`config.mk`:
```
export PLATFORM = sky130hd
export DESIGN_NAME = stsio_regs
export DESIGN_NICKNAME = d
export VERILOG_FILES = /design/src/core/stsio_pkg.sv /design/src/core/stsio_carry_calc.sv /design/src/core/stsio_regs.sv
export SDC_FILE = /design/constraint.sdc
export NUM_CORES = 1
export LEC_CHECK = 0
export ABC_AREA = 1
export BUFFER_PORTS_ARGS = -buffer_cell sky130_fd_sc_hd__buf_2
export CAP_MARGIN = 30
export CORE_ASPECT_RATIO = 0.9
export CORE_MARGIN = 2
export CORE_UTILIZATION = 46
export DETAILED_ROUTE_END_ITERATION = 10
export HOLD_SLACK_MARGIN = 0.15
export PLACE_DENSITY = 0.8
export SLEW_MARGIN = 30
export SYNTH_ARGS = -nofsm -noshare
export SYNTH_HDL_FRONTEND = slang
export SYNTH_HIERARCHICAL = 1
export SYNTH_SLANG_ARGS = --single-unit
```
`constraint.sdc`:
```
create_clock -name clk -period 1.5 [get_ports clk]
set_input_delay 0.375 -clock clk [delete_from_list [all_inputs] [get_ports clk]]
set_output_delay 0.375 -clock clk [all_outputs]
set_load 0.01 [all_outputs]
```
`src/core/stsio_pkg.sv`:
```
// shared constants for the status and i/o control register block
package stsio_pkg;

    // register byte addresses on the bus
    localparam logic [7:0] ADDR_INT_STATUS = 8'h00;   // sticky event bits
    localparam logic [7:0] ADDR_INT_MASK   = 8'h04;   // interrupt enables
    localparam logic [7:0] ADDR_STATUS     = 8'hD0;   // processor_status_flags
    localparam logic [7:0] ADDR_IO_CONTROL = 8'hF8;   // io_control

    // processor_status_flags field positions
    localparam int BANK_SELECT_LOW_BIT  = 3;
    localparam int BANK_SELECT_HIGH_BIT = 4;
    localparam int USER_FLAG_ZERO_BIT   = 5;
    localparam int NIBBLE_CARRY_BIT     = 6;
    localparam int MAIN_CARRY_BIT       = 7;
    localparam logic [7:0] STATUS_WRITE_MASK = 8'hF8;  // bits 2..0 belong elsewhere

    // io_control field positions
    localparam int FLOAT_PORTS_BIT      = 0;
    localparam int PORT1_HIZ_BIT        = 1;
    localparam int PORT2_HIZ_BIT        = 2;
    localparam int PORT3_HIZ_BIT        = 3;
    localparam int PULLUP_DISCONNECT_BIT = 4;
    localparam int SERIAL_ERROR_BIT     = 5;
    localparam int TIMER_CASCADE_BIT    = 6;
    localparam logic [7:0] IO_CONTROL_WRITE_MASK = 8'h7F;  // bit 7 stays zero

    // interrupt status / mask field positions
    localparam int INT_SERIAL_ERROR_BIT = 0;
    localparam int INT_MAIN_CARRY_BIT   = 1;
    localparam logic [7:0] INT_BITS_MASK = 8'h03;

    // reset values
    localparam logic [7:0] STATUS_RESET     = 8'h00;
    localparam logic [7:0] IO_CONTROL_RESET = 8'h00;
    localparam logic [7:0] INT_STATUS_RESET = 8'h00;
    localparam logic [7:0] INT_MASK_RESET   = 8'h00;

    // bus answer timing: ack one cycle after request seen
    localparam int ACK_LATENCY = 1;

endpackage

```
`src/core/stsio_carry_calc.sv`:
```
`timescale 1ns/10ps
`default_nettype none
// adds two bytes and reports the carries out of bit 3 and bit 7
module stsio_carry_calc #(
    parameter int WIDTH = 8
) (
    // operands
    input  wire logic [WIDTH-1:0] op_a,
    input  wire logic [WIDTH-1:0] op_b,
    input  wire logic             carry_in,
    // results
    output logic      [WIDTH-1:0] sum,
    output logic                  carry_nibble,
    output logic                  carry_out
);
    logic [4:0]     low_sum;   // low nibble plus carry out of bit 3
    logic [WIDTH:0] full_sum;  // whole byte plus carry out of the top bit

    // low nibble sum yields the half carry
    assign low_sum  = {1'b0, op_a[3:0]} + {1'b0, op_b[3:0]} + {4'h0, carry_in};
    // full sum yields the main carry
    assign full_sum = {1'b0, op_a} + {1'b0, op_b} + {{WIDTH{1'b0}}, carry_in};

    assign sum          = full_sum[WIDTH-1:0];
    assign carry_nibble = low_sum[4];
    assign carry_out    = full_sum[WIDTH];
endmodule // stsio_carry_calc
`default_nettype wire

```
`src/core/stsio_regs.sv`:
```
// The Wishbone register port is this design's own decision.
`timescale 1ns/10ps
`default_nettype none
module stsio_regs (
    // clock and reset
    input  wire logic        clk,
    input  wire logic        rst,
    // wishbone slave
    input  wire logic        wb_cyc_i,
    input  wire logic        wb_stb_i,
    input  wire logic        wb_we_i,
    input  wire logic [7:0]  wb_adr_i,
    input  wire logic [3:0]  wb_sel_i,
    input  wire logic [31:0] wb_dat_i,
    output logic      [31:0] wb_dat_o,
    output logic             wb_ack_o,
    // alu result from an arithmetic instruction
    input  wire logic        alu_op_valid,
    input  wire logic [7:0]  alu_op_a,
    input  wire logic [7:0]  alu_op_b,
    input  wire logic        alu_carry_in,
    // register bank addressing
    input  wire logic [2:0]  ram_reg_index,
    output logic      [4:0]  ram_bank_addr,
    // power down states
    input  wire logic        power_down_state,
    input  wire logic        hard_power_down_state,
    // port control
    output logic             ports_floating,
    output logic      [3:1]  port_high_impedance,
    output logic             pullup_disconnect,
    // serial and timer hooks
    input  wire logic        serial_receive_error,
    output logic             timer_cascade_select,
    // interrupt
    output logic             irq
);
    // register state
    logic [7:0]  status_q;        // processor_status_flags
    logic [7:0]  io_control_q;    // io_control
    logic [7:0]  int_status_q;    // sticky events
    logic [7:0]  int_mask_q;      // interrupt enables
    logic        wb_ack_q;        // bus acknowledge
    logic [31:0] wb_dat_q;        // read data
    logic [4:0]  ram_bank_addr_q; // mapped register address
    logic        ports_floating_q;
    logic [3:1]  port_hiz_q;
    logic        pullup_disc_q;
    logic        cascade_q;
    logic        irq_q;

    // decoded access
    logic        bus_req;         // a new request waits for its answer
    logic        wr_en;           // write takes effect this edge
    logic        wr_status;
    logic        wr_io_control;
    logic        wr_int_status;
    logic        wr_int_mask;
    logic [7:0]  wr_byte;         // low byte of write data
    logic [31:0] rd_data_d;       // read mux result

    // alu carries
    logic        alu_carry_nibble;
    logic        alu_carry_out;

    // any power-down state
    logic        in_power_down;

    // carry calculation for the flags
    stsio_carry_calc #(
        .WIDTH (8)
    ) u_carry (
        .op_a         (alu_op_a),
        .op_b         (alu_op_b),
        .carry_in     (alu_carry_in),
        .sum          (),
        .carry_nibble (alu_carry_nibble),
        .carry_out    (alu_carry_out)
    );

    // request decode; ack comes one cycle after the request is seen
    assign bus_req       = wb_cyc_i && wb_stb_i && !wb_ack_q;
    assign wr_en         = bus_req && wb_we_i && wb_sel_i[0];
    assign wr_byte       = wb_dat_i[7:0];
    assign wr_status     = wr_en && (wb_adr_i == stsio_pkg::ADDR_STATUS);
    assign wr_io_control = wr_en && (wb_adr_i == stsio_pkg::ADDR_IO_CONTROL);
    assign wr_int_status = wr_en && (wb_adr_i == stsio_pkg::ADDR_INT_STATUS);
    assign wr_int_mask   = wr_en && (wb_adr_i == stsio_pkg::ADDR_INT_MASK);
    assign in_power_down = power_down_state || hard_power_down_state;

    // read mux; unmapped addresses read zero
    always_comb begin
        rd_data_d = 32'h0000_0000;
        case (wb_adr_i)
            stsio_pkg::ADDR_STATUS:     rd_data_d[7:0] = status_q;
            stsio_pkg::ADDR_IO_CONTROL: rd_data_d[7:0] = io_control_q;
            stsio_pkg::ADDR_INT_STATUS: rd_data_d[7:0] = int_status_q;
            stsio_pkg::ADDR_INT_MASK:   rd_data_d[7:0] = int_mask_q;
            default:                    rd_data_d = 32'h0000_0000;
        endcase
    end

    // bus answer: one-cycle ack pulse, read data captured with it
    always_ff @(posedge clk or posedge rst) begin
        if (rst) begin
            wb_ack_q <= 1'b0;
            wb_dat_q <= 32'h0000_0000;
        end else begin
            wb_ack_q <= bus_req;
            if (bus_req) begin
                wb_dat_q <= rd_data_d;
            end
        end
    end

    // status flags; the alu result wins over a write to the carry bits
    always_ff @(posedge clk or posedge rst) begin
        if (rst) begin
            status_q <= stsio_pkg::STATUS_RESET;
        end else begin
            if (wr_status) begin
                // bank select, user flag and carries are writable
                status_q <= (wr_byte & stsio_pkg::STATUS_WRITE_MASK);
            end
            if (alu_op_valid) begin
                // half carry set or cleared by bit 3 carry
                status_q[stsio_pkg::NIBBLE_CARRY_BIT] <= alu_carry_nibble;
                // main carry set or cleared by bit 7 carry
                status_q[stsio_pkg::MAIN_CARRY_BIT]   <= alu_carry_out;
            end
        end
    end

    // io_control; hardware setting the error flag wins over a clear
    always_ff @(posedge clk or posedge rst) begin
        if (rst) begin
            io_control_q <= stsio_pkg::IO_CONTROL_RESET;
        end else begin
            if (wr_io_control) begin
                io_control_q <= (wr_byte & stsio_pkg::IO_CONTROL_WRITE_MASK);
            end
            if (serial_receive_error) begin
                io_control_q[stsio_pkg::SERIAL_ERROR_BIT] <= 1'b1;
            end
        end
    end

    // bank mapping: bank bits form the upper address bits
    always_ff @(posedge clk or posedge rst) begin
        if (rst) begin
            ram_bank_addr_q <= 5'h00;
        end else begin
            ram_bank_addr_q <= {status_q[stsio_pkg::BANK_SELECT_HIGH_BIT],
                                status_q[stsio_pkg::BANK_SELECT_LOW_BIT],
                                ram_reg_index};
        end
    end

    // port control outputs
    always_ff @(posedge clk or posedge rst) begin
        if (rst) begin
            ports_floating_q <= 1'b0;
            pullup_disc_q    <= 1'b0;
            cascade_q        <= 1'b0;
        end else begin
            // float only in power down with the bit set
            ports_floating_q <= in_power_down
                                && io_control_q[stsio_pkg::FLOAT_PORTS_BIT];
            pullup_disc_q    <= io_control_q[stsio_pkg::PULLUP_DISCONNECT_BIT];
            // timer chaining select
            cascade_q        <= io_control_q[stsio_pkg::TIMER_CASCADE_BIT];
        end
    end

    // per-port high impedance input select, one flop per port
    for (genvar p = 1; p <= 3; p++) begin : g_port_hiz
        always_ff @(posedge clk or posedge rst) begin
            if (rst) begin
                port_hiz_q[p] <= 1'b0;
            end else begin
                // port p follows its own io_control bit
                port_hiz_q[p] <= io_control_q[stsio_pkg::PORT1_HIZ_BIT + p - 1];
            end
        end
    end

    // sticky interrupt status, write one to clear, set wins
    always_ff @(posedge clk or posedge rst) begin
        if (rst) begin
            int_status_q <= stsio_pkg::INT_STATUS_RESET;
        end else begin
            if (wr_int_status) begin
                int_status_q <= int_status_q & ~wr_byte;
            end
            if (serial_receive_error) begin
                int_status_q[stsio_pkg::INT_SERIAL_ERROR_BIT] <= 1'b1;
            end
            if (alu_op_valid && alu_carry_out) begin
                int_status_q[stsio_pkg::INT_MAIN_CARRY_BIT] <= 1'b1;
            end
        end
    end

    // interrupt mask register
    always_ff @(posedge clk or posedge rst) begin
        if (rst) begin
            int_mask_q <= stsio_pkg::INT_MASK_RESET;
        end else if (wr_int_mask) begin
            int_mask_q <= wr_byte & stsio_pkg::INT_BITS_MASK;
        end
    end

    // level interrupt, registered
    always_ff @(posedge clk or posedge rst) begin
        if (rst) begin
            irq_q <= 1'b0;
        end else begin
            irq_q <= |(int_status_q & int_mask_q);
        end
    end

    // outputs straight from flops
    assign wb_ack_o             = wb_ack_q;
    assign wb_dat_o             = wb_dat_q;
    assign ram_bank_addr        = ram_bank_addr_q;
    assign ports_floating       = ports_floating_q;
    assign port_high_impedance  = port_hiz_q;
    assign pullup_disconnect    = pullup_disc_q;
    assign timer_cascade_select = cascade_q;
    assign irq                  = irq_q;

    // checking helpers: independent carry reference
    logic [8:0] chk_sum;   // byte sum with carry
    logic [4:0] chk_nib;   // nibble sum with carry
    assign chk_sum = {1'b0, alu_op_a} + {1'b0, alu_op_b} + {8'h00, alu_carry_in};
    assign chk_nib = {1'b0, alu_op_a[3:0]} + {1'b0, alu_op_b[3:0]} + {4'h0, alu_carry_in};
endmodule // stsio_regs
`default_nettype wire

```
==> results of run 1 <==
==> power by group <==
part / switching (mW) / total, mW / leakage, nW / internal [mW]
Clock: 0.399 / 0.894 / 0.0581 / 0.496
Sequential: 0.00886 / 1.18 / 0.574 / 1.18
Combinational: 0.171 / 0.279 / 1.01 / 0.108
==> through the flow <==
stage | util | instance area [µm²] | hold slack, ns
after floorplan | - | 2350 | 0.374
after global placement | 0.547 | 2610 | 0.397
after detailed placement | 0.547 | 2610 | 0.392
after CTS | 0.577 | 2760 | 0.172
after global routing | 0.579 | 2770 | 0.169
final | 0.579 | 2770 | 0.183
==> timing repair <==
action,CTS,global route
buffers inserted,1,0
hold buffers,1,0
endpoints found under the hold margin,43,0
pin swaps,2,1
gates cloned,0,0
endpoints found under the setup margin,2,2
resized for setup,3,3
==> metal layers <==
layer / vias to the layer above / routed length, µm
li1: 880 / -
met4: 0 / 58
met5: - / 0
met2: 59 / 2180
met1: 810 / 1910
met3: 8 / 239
==> worst min path at each step <==
stage | startpoint | to | slack (ns) | cells after the start
after floorplan | io_control_q[2] | port_high_impedance[2] | 0.37 | 0
after global placement | status_q[4] | ram_bank_addr[4] | 0.40 | 0
after detailed placement | status_q[3] | ram_bank_addr[3] | 0.39 | 0
after CTS | ram_reg_index[2] | ram_bank_addr[2] | 0.17 | 1
after global routing | ram_reg_index[1] | ram_bank_addr[1] | 0.17 | 1
final | ram_reg_index[0] | ram_bank_addr[0] | 0.18 | 1
==> cells in the final DEF, fill, tap and decap left out, types with 3 or more instances in the layout <==
cell,count
nand2_1,60
nand2_4,5
o21ai_2,6
buf_2,65
nand2_2,10
buf_4,4
o21ai_1,7
inv_1,24
nand3_1,26
nor2_1,10
dfrtp_1,43
o21a_1,7
ha_1,6
conb_1,24
clkbuf_8,5
nand3_2,3
==> layout make-up <==
type,instances,area (µm²)
fillers,425,2010
multi-input cells,175,1000
inverters,26,98.8
clock buffers,5,68.8
clock inverters,3,43.8
well taps,65,81.3
flip-flops and latches,43,1080
repair buffers,72,397
==> critical path: cells and delay by family <==
family / cells / cell delay [ns]
adder cells (fa/ha/maj): 2 / 0.71
AND/OR/NAND/NOR: 8 / 0.51
buffers and inverters: 1 / 0.09
==> sequential cells by signal, summed over array words and instances, names as in the netlist, 2 cells and up <==
signal / count
port_high_impedance: 3
int_status_q: 8
status_q: 5
int_mask_q: 2
ram_bank_addr: 5
wb_dat_o: 8
io_control_q: 7
==> flow_summary_export.csv, run 1 <==
group,metric,value,unit
layout,diodes,0,
global_routing,grt_max_degree,44,
global_routing,grt.total_usage,0.172,
sta,hold_violations,0,
floorplanning,core_area,0.00477,mm²
global_routing,overflow,0,
cts,cts_buffers,5,
detailed_routing,drt-total-wl,4.38,mm
run_status,violations,"setup timing",
global_routing,use_met1,0.233,
placed_design,pre_cts_ws,-0.386,ns
setup_path,cp_max_fo,2,
layout,area_growth,22.6,%
setup_path,cp.arrival,1.70,ns
cts,htreeDepth,2,
placed_design,port_buffers,66,
global_routing,grt.busiest_layer,"met2",
cts,clkSinkCount,43,
global_routing,grt_pass1_vias,1755,
setup_path,crit_path_end,"status_q[7]",
global_routing,grtUsageMet3,0.0413,
layout,final_nets,404,
floorplanning,die-height,70.4,µm
min_path,hold_path.class,"primary input to flop",
layout,drive_above_1_share,0.346,
yosys,syn-cell-area,0.00225,mm²
power_and_ir_drop,p_leak,1.64,nW
run,cap_violations,0,
floorplanning,start_util,0.472,
detailed_routing,detail-route-antenna-nets,0,
floorplanning,rows,24,
setup_path,end_kind,"flop",
detailed_routing,first_iter_violations,62,
yosys,ys_warn_count,6,
detailed_routing,via_count,1757,
detailed_routing,wl_per_cell,11.3,µm
setup_path,reg2reg_to,"status_q[7]",
sta,finalClockSkew,0.00836,ns
placed_design,gp_congestion,0.821,
detailed_routing,drc,0,
cts,tritoncts,"yes",
global_routing,antenna_found_initial,0,
detailed_routing,dr.pass1.iters,4,
setup_path,cp_slowest_cell,"fa_2",
sta,post-route-period-util,1.02,
layout,final_cells,389,
setup_path,crit_required,1.68,ns
placed_design,dp_hpwl,3.48,mm
setup_path,worstReg2RegStart,"wb_ack_o",
setup_path,worstSetupStartpoint,"alu_carry_in",
sta,maxSlewViolCount,0,
sta,tns,-0.0227,ns
power_and_ir_drop,powerDensity,853,mW/mm²
cts,root_buffer,"clkbuf_8",
power_and_ir_drop,p_total,2.36,mW
floorplanning,ios,118,
setup_path,cp-start-kind,"primary input",
sta,postLayoutSetupSlackWorst,-0.0227,ns
setup_path,cp_common_cell,"nand2_2",
floorplanning,dieArea,0.00548,mm²
power_and_ir_drop,peakVddDrop,0.588,mV
cts,clk_latency,0.29,ns
sta,grt_setup_unrepaired,"true",
sta,setup_viol,1,
placed_design,post-place-cells,379,
global_routing,grt_pass1_wl,7.51,mm
run_status,outcome,"complete, but fails checks",
detailed_routing,vias_per_cell,4.52,
yosys,syn_inst,246,
global_routing,use_met2,0.278,
setup_path,path_cells,"buf_6 -> fa_2 -> fa_2 -> nand2_2 -> nand2_4 -> nand3b_4 -> nand2_2 -> nand2_1 -> nand2_1 -> nand2_2 -> nand3_2",
sta,period_minus_slack,1.52,ns
floorplanning,fp.dieW,77.8,µm
yosys,syn_avg_cell_area,9.17,µm²
cts,path_clk_slew,0.08,ns
sta,max_freq,0.657,GHz
setup_path,r2r_slack,0.19,ns
cts,cts_buffer_depth,2,
setup_path,ff2ff_path_depth,6,
setup_path,slowest_delay,0.37,ns
setup_path,critPathKind,"primary input to flop",
Note: power is estimated with default switching activity, not from simulation.
==> run 2, diff against run 1 <==
--- a/config.mk
+++ b/config.mk
@@ -11,9 +11,10 @@
 export CORE_ASPECT_RATIO = 0.9
 export CORE_MARGIN = 2
 export CORE_UTILIZATION = 46
+export CTS_CLUSTER_SIZE = 28
 export DETAILED_ROUTE_END_ITERATION = 10
 export HOLD_SLACK_MARGIN = 0.15
-export PLACE_DENSITY = 0.8
+export PLACE_DENSITY_LB_ADDON = 0.25
 export SLEW_MARGIN = 30
 export SYNTH_ARGS = -nofsm -noshare
 export SYNTH_HDL_FRONTEND = slang
==> flow_summary_export.csv, run 2 (synthesis results as in run 1) <==
group,metric,value,unit
run_status,outcome,"finished clean",
sta,fin_hold_ws,0.175,ns
global_routing,overflow,0,
setup_path,cp_common_cell,"nand2_2",
placed_design,port_buffers,66,
power_and_ir_drop,p_seq_frac,0.470,
floorplanning,fp.dieW,77.8,µm
power_and_ir_drop,peakVddDrop,0.373,mV
cts,clkSinkCount,43,
layout,final_common_cell,"buf_2",
layout,layout_common_cells,"buf_2 (65), nand2_1 (60), dfrtp_1 (43), nand3_1 (26)",
power_and_ir_drop,netSwitchingFraction,0.226,
detailed_routing,vias_per_cell,4.36,
setup_path,cp_max_fo,2,
floorplanning,rows,24,
detailed_routing,drt-total-wl,4.30,mm
global_routing,grt.total_usage,0.176,
floorplanning,ios,118,
detailed_routing,detail-route-antenna-nets,0,
layout,area_growth,24.0,%
placed_design,gp_congestion,0.781,
global_routing,grt_pass1_vias,1738,
layout,final_nets,406,
cts,cts_buffers,5,
global_routing,antenna_found_initial,0,
layout,drive_above_1_share,0.347,
sta,finalClockSkew,0.0138,ns
power_and_ir_drop,switchingPower,0.568,mW
detailed_routing,dr.pass1.iters,4,
cts,path_clk_slew,0.08,ns
cts,htreeDepth,2,
sta,grt_setup_unrepaired,"true",
global_routing,grt_pass1_wl,7.59,mm
detailed_routing,wl_per_cell,11.0,µm
power_and_ir_drop,p_leak,1.66,nW
sta,max_freq,0.676,GHz
placed_design,dp_hpwl,3.36,mm
power_and_ir_drop,p_clk_frac,0.420,
setup_path,critPathKind,"primary input to flop",
layout,diodes,0,
detailed_routing,via_count,1705,
power_and_ir_drop,p_total,2.52,mW
setup_path,cp-start-kind,"primary input",
cts,cts_buffer_depth,2,
power_and_ir_drop,p_comb_frac,0.109,
global_routing,grt_max_degree,44,
floorplanning,dieArea,0.00548,mm²
layout,final.fill_count,435,
power_and_ir_drop,intPower,1.95,mW
sta,setup_viol,0,
sta,period_minus_slack,1.48,ns
setup_path,path_cells,"buf_6 -> fa_2 -> fa_2 -> nand2_2 -> nand2_2 -> nand3b_4 -> nand2_2 -> nand2_1 -> nand2_1 -> nand2_2 -> nand3_2",
sta,maxSlewViolCount,0,
detailed_routing,first_iter_violations,66,
detailed_routing,drc,0,
power_and_ir_drop,powerDensity,900,mW/mm²
run,cap_violations,0,
floorplanning,die-height,70.4,µm
sta,hold_violations,0,
setup_path,cp_slowest_cell,"fa_2",
cts,tritoncts,"yes",
sta,tns,0,ns
setup_path,slowest_delay,0.37,ns
floorplanning,core_area,0.00477,mm²
layout,utilization,0.585,
setup_path,crit_required,1.69,ns
min_path,hold_path.class,"primary input to flop",
cts,root_buffer,"clkbuf_8",
sta,post-route-period-util,0.987,
setup_path,cp.arrival,1.67,ns
floorplanning,start_util,0.472,
cts,clk_latency,0.30,ns
setup_path,end_kind,"flop",
-- run 2: cell count changes in the layout (fill, tap and decap cells not counted) --
cell       before  now
nand2_4         5    4
bufinv_16       1    2
clkinv_4        1    0
clkbuf_1        0    1
clkinv_2        2    1
nand2_2        10   11
buf_4           4    6
-- run 2: final cells by class --
class | instances | area [µm²] | area share
repair buffers | 74 | 412 | 0.147
well taps | 65 | 81.3 | 0.0291
multi-input cells | 175 | 995 | 0.356
flip-flops and latches | 43 | 1080 | 0.385
clock inverters | 2 | 60.1 | 0.0215
clock buffers | 6 | 72.6 | 0.0260
inverters | 26 | 98.8 | 0.0354
-- run 2: critical path: cells and delay by family --
family,cells,cell delay (ns)
adder cells (fa/ha/maj),2,0.71
buffers and inverters,1,0.09
AND/OR/NAND/NOR,8,0.49
-- run 2: final timing paths --
path | startpoint | to | slack, ns | cells past startpoint
max in group asynchronous | rst | timer_cascade_select | 0.63 | 4
hold / removal | ram_reg_index[0] | ram_bank_addr[0] | 0.18 | 1
setup / recovery | alu_carry_in | status_q[7] | 0.02 | 11
min in group asynchronous | rst | wb_ack_o | 0.67 | 4
setup reg to reg | wb_ack_o | status_q[7] | 0.17 | 6
hold reg to reg | io_control_q[2] | port_high_impedance[2] | 0.41 | 0
-- run 2: timing repair --
| action | 4_1_cts | 5_1_grt |
|---|---|---|
| endpoints found under the hold margin | 43 | 0 |
| buffers inserted | 0 | 0 |
| gates resized for setup | 5 | 0 |
| hold buffers | 1 | 0 |
| endpoints found under the setup margin | 2 | 3 |
| pin swaps | 5 | 1 |
-- run 2: through the flow --
step / instances / setup slack [ns] / area (µm²)
6_report: 391 / 0.0200 / 2800
5_1_grt: 391 / -0.0397 / 2800
4_1_cts: 391 / -0.0182 / 2800
3_5_place_dp: 382 / -0.365 / 2630
3_3_place_gp: 382 / -0.354 / 2630
2_1_floorplan: 269 / -0.147 / 2350
-- run 2: layer usage --
layer  vias to the layer above  wire (µm)  track usage
met5                         -          0            0
met4                         0         59       0.0536
met3                         6        316       0.0504
met2                        58       2030        0.300
met1                       755       1890        0.216
li1                        886          -            -
-- run 2: power groups by stage --
| stage | clock (mW) | combinational, mW | sequential [mW] |
|---|---|---|---|
| floorplan | 0 | 0.197 | 1.21 |
| global placement | 0 | 0.263 | 1.21 |
| detailed placement | 0 | 0.269 | 1.21 |
| CTS | 1.08 | 0.281 | 1.18 |
| global route | 1.12 | 0.314 | 1.18 |
| finish | 1.06 | 0.275 | 1.18 |
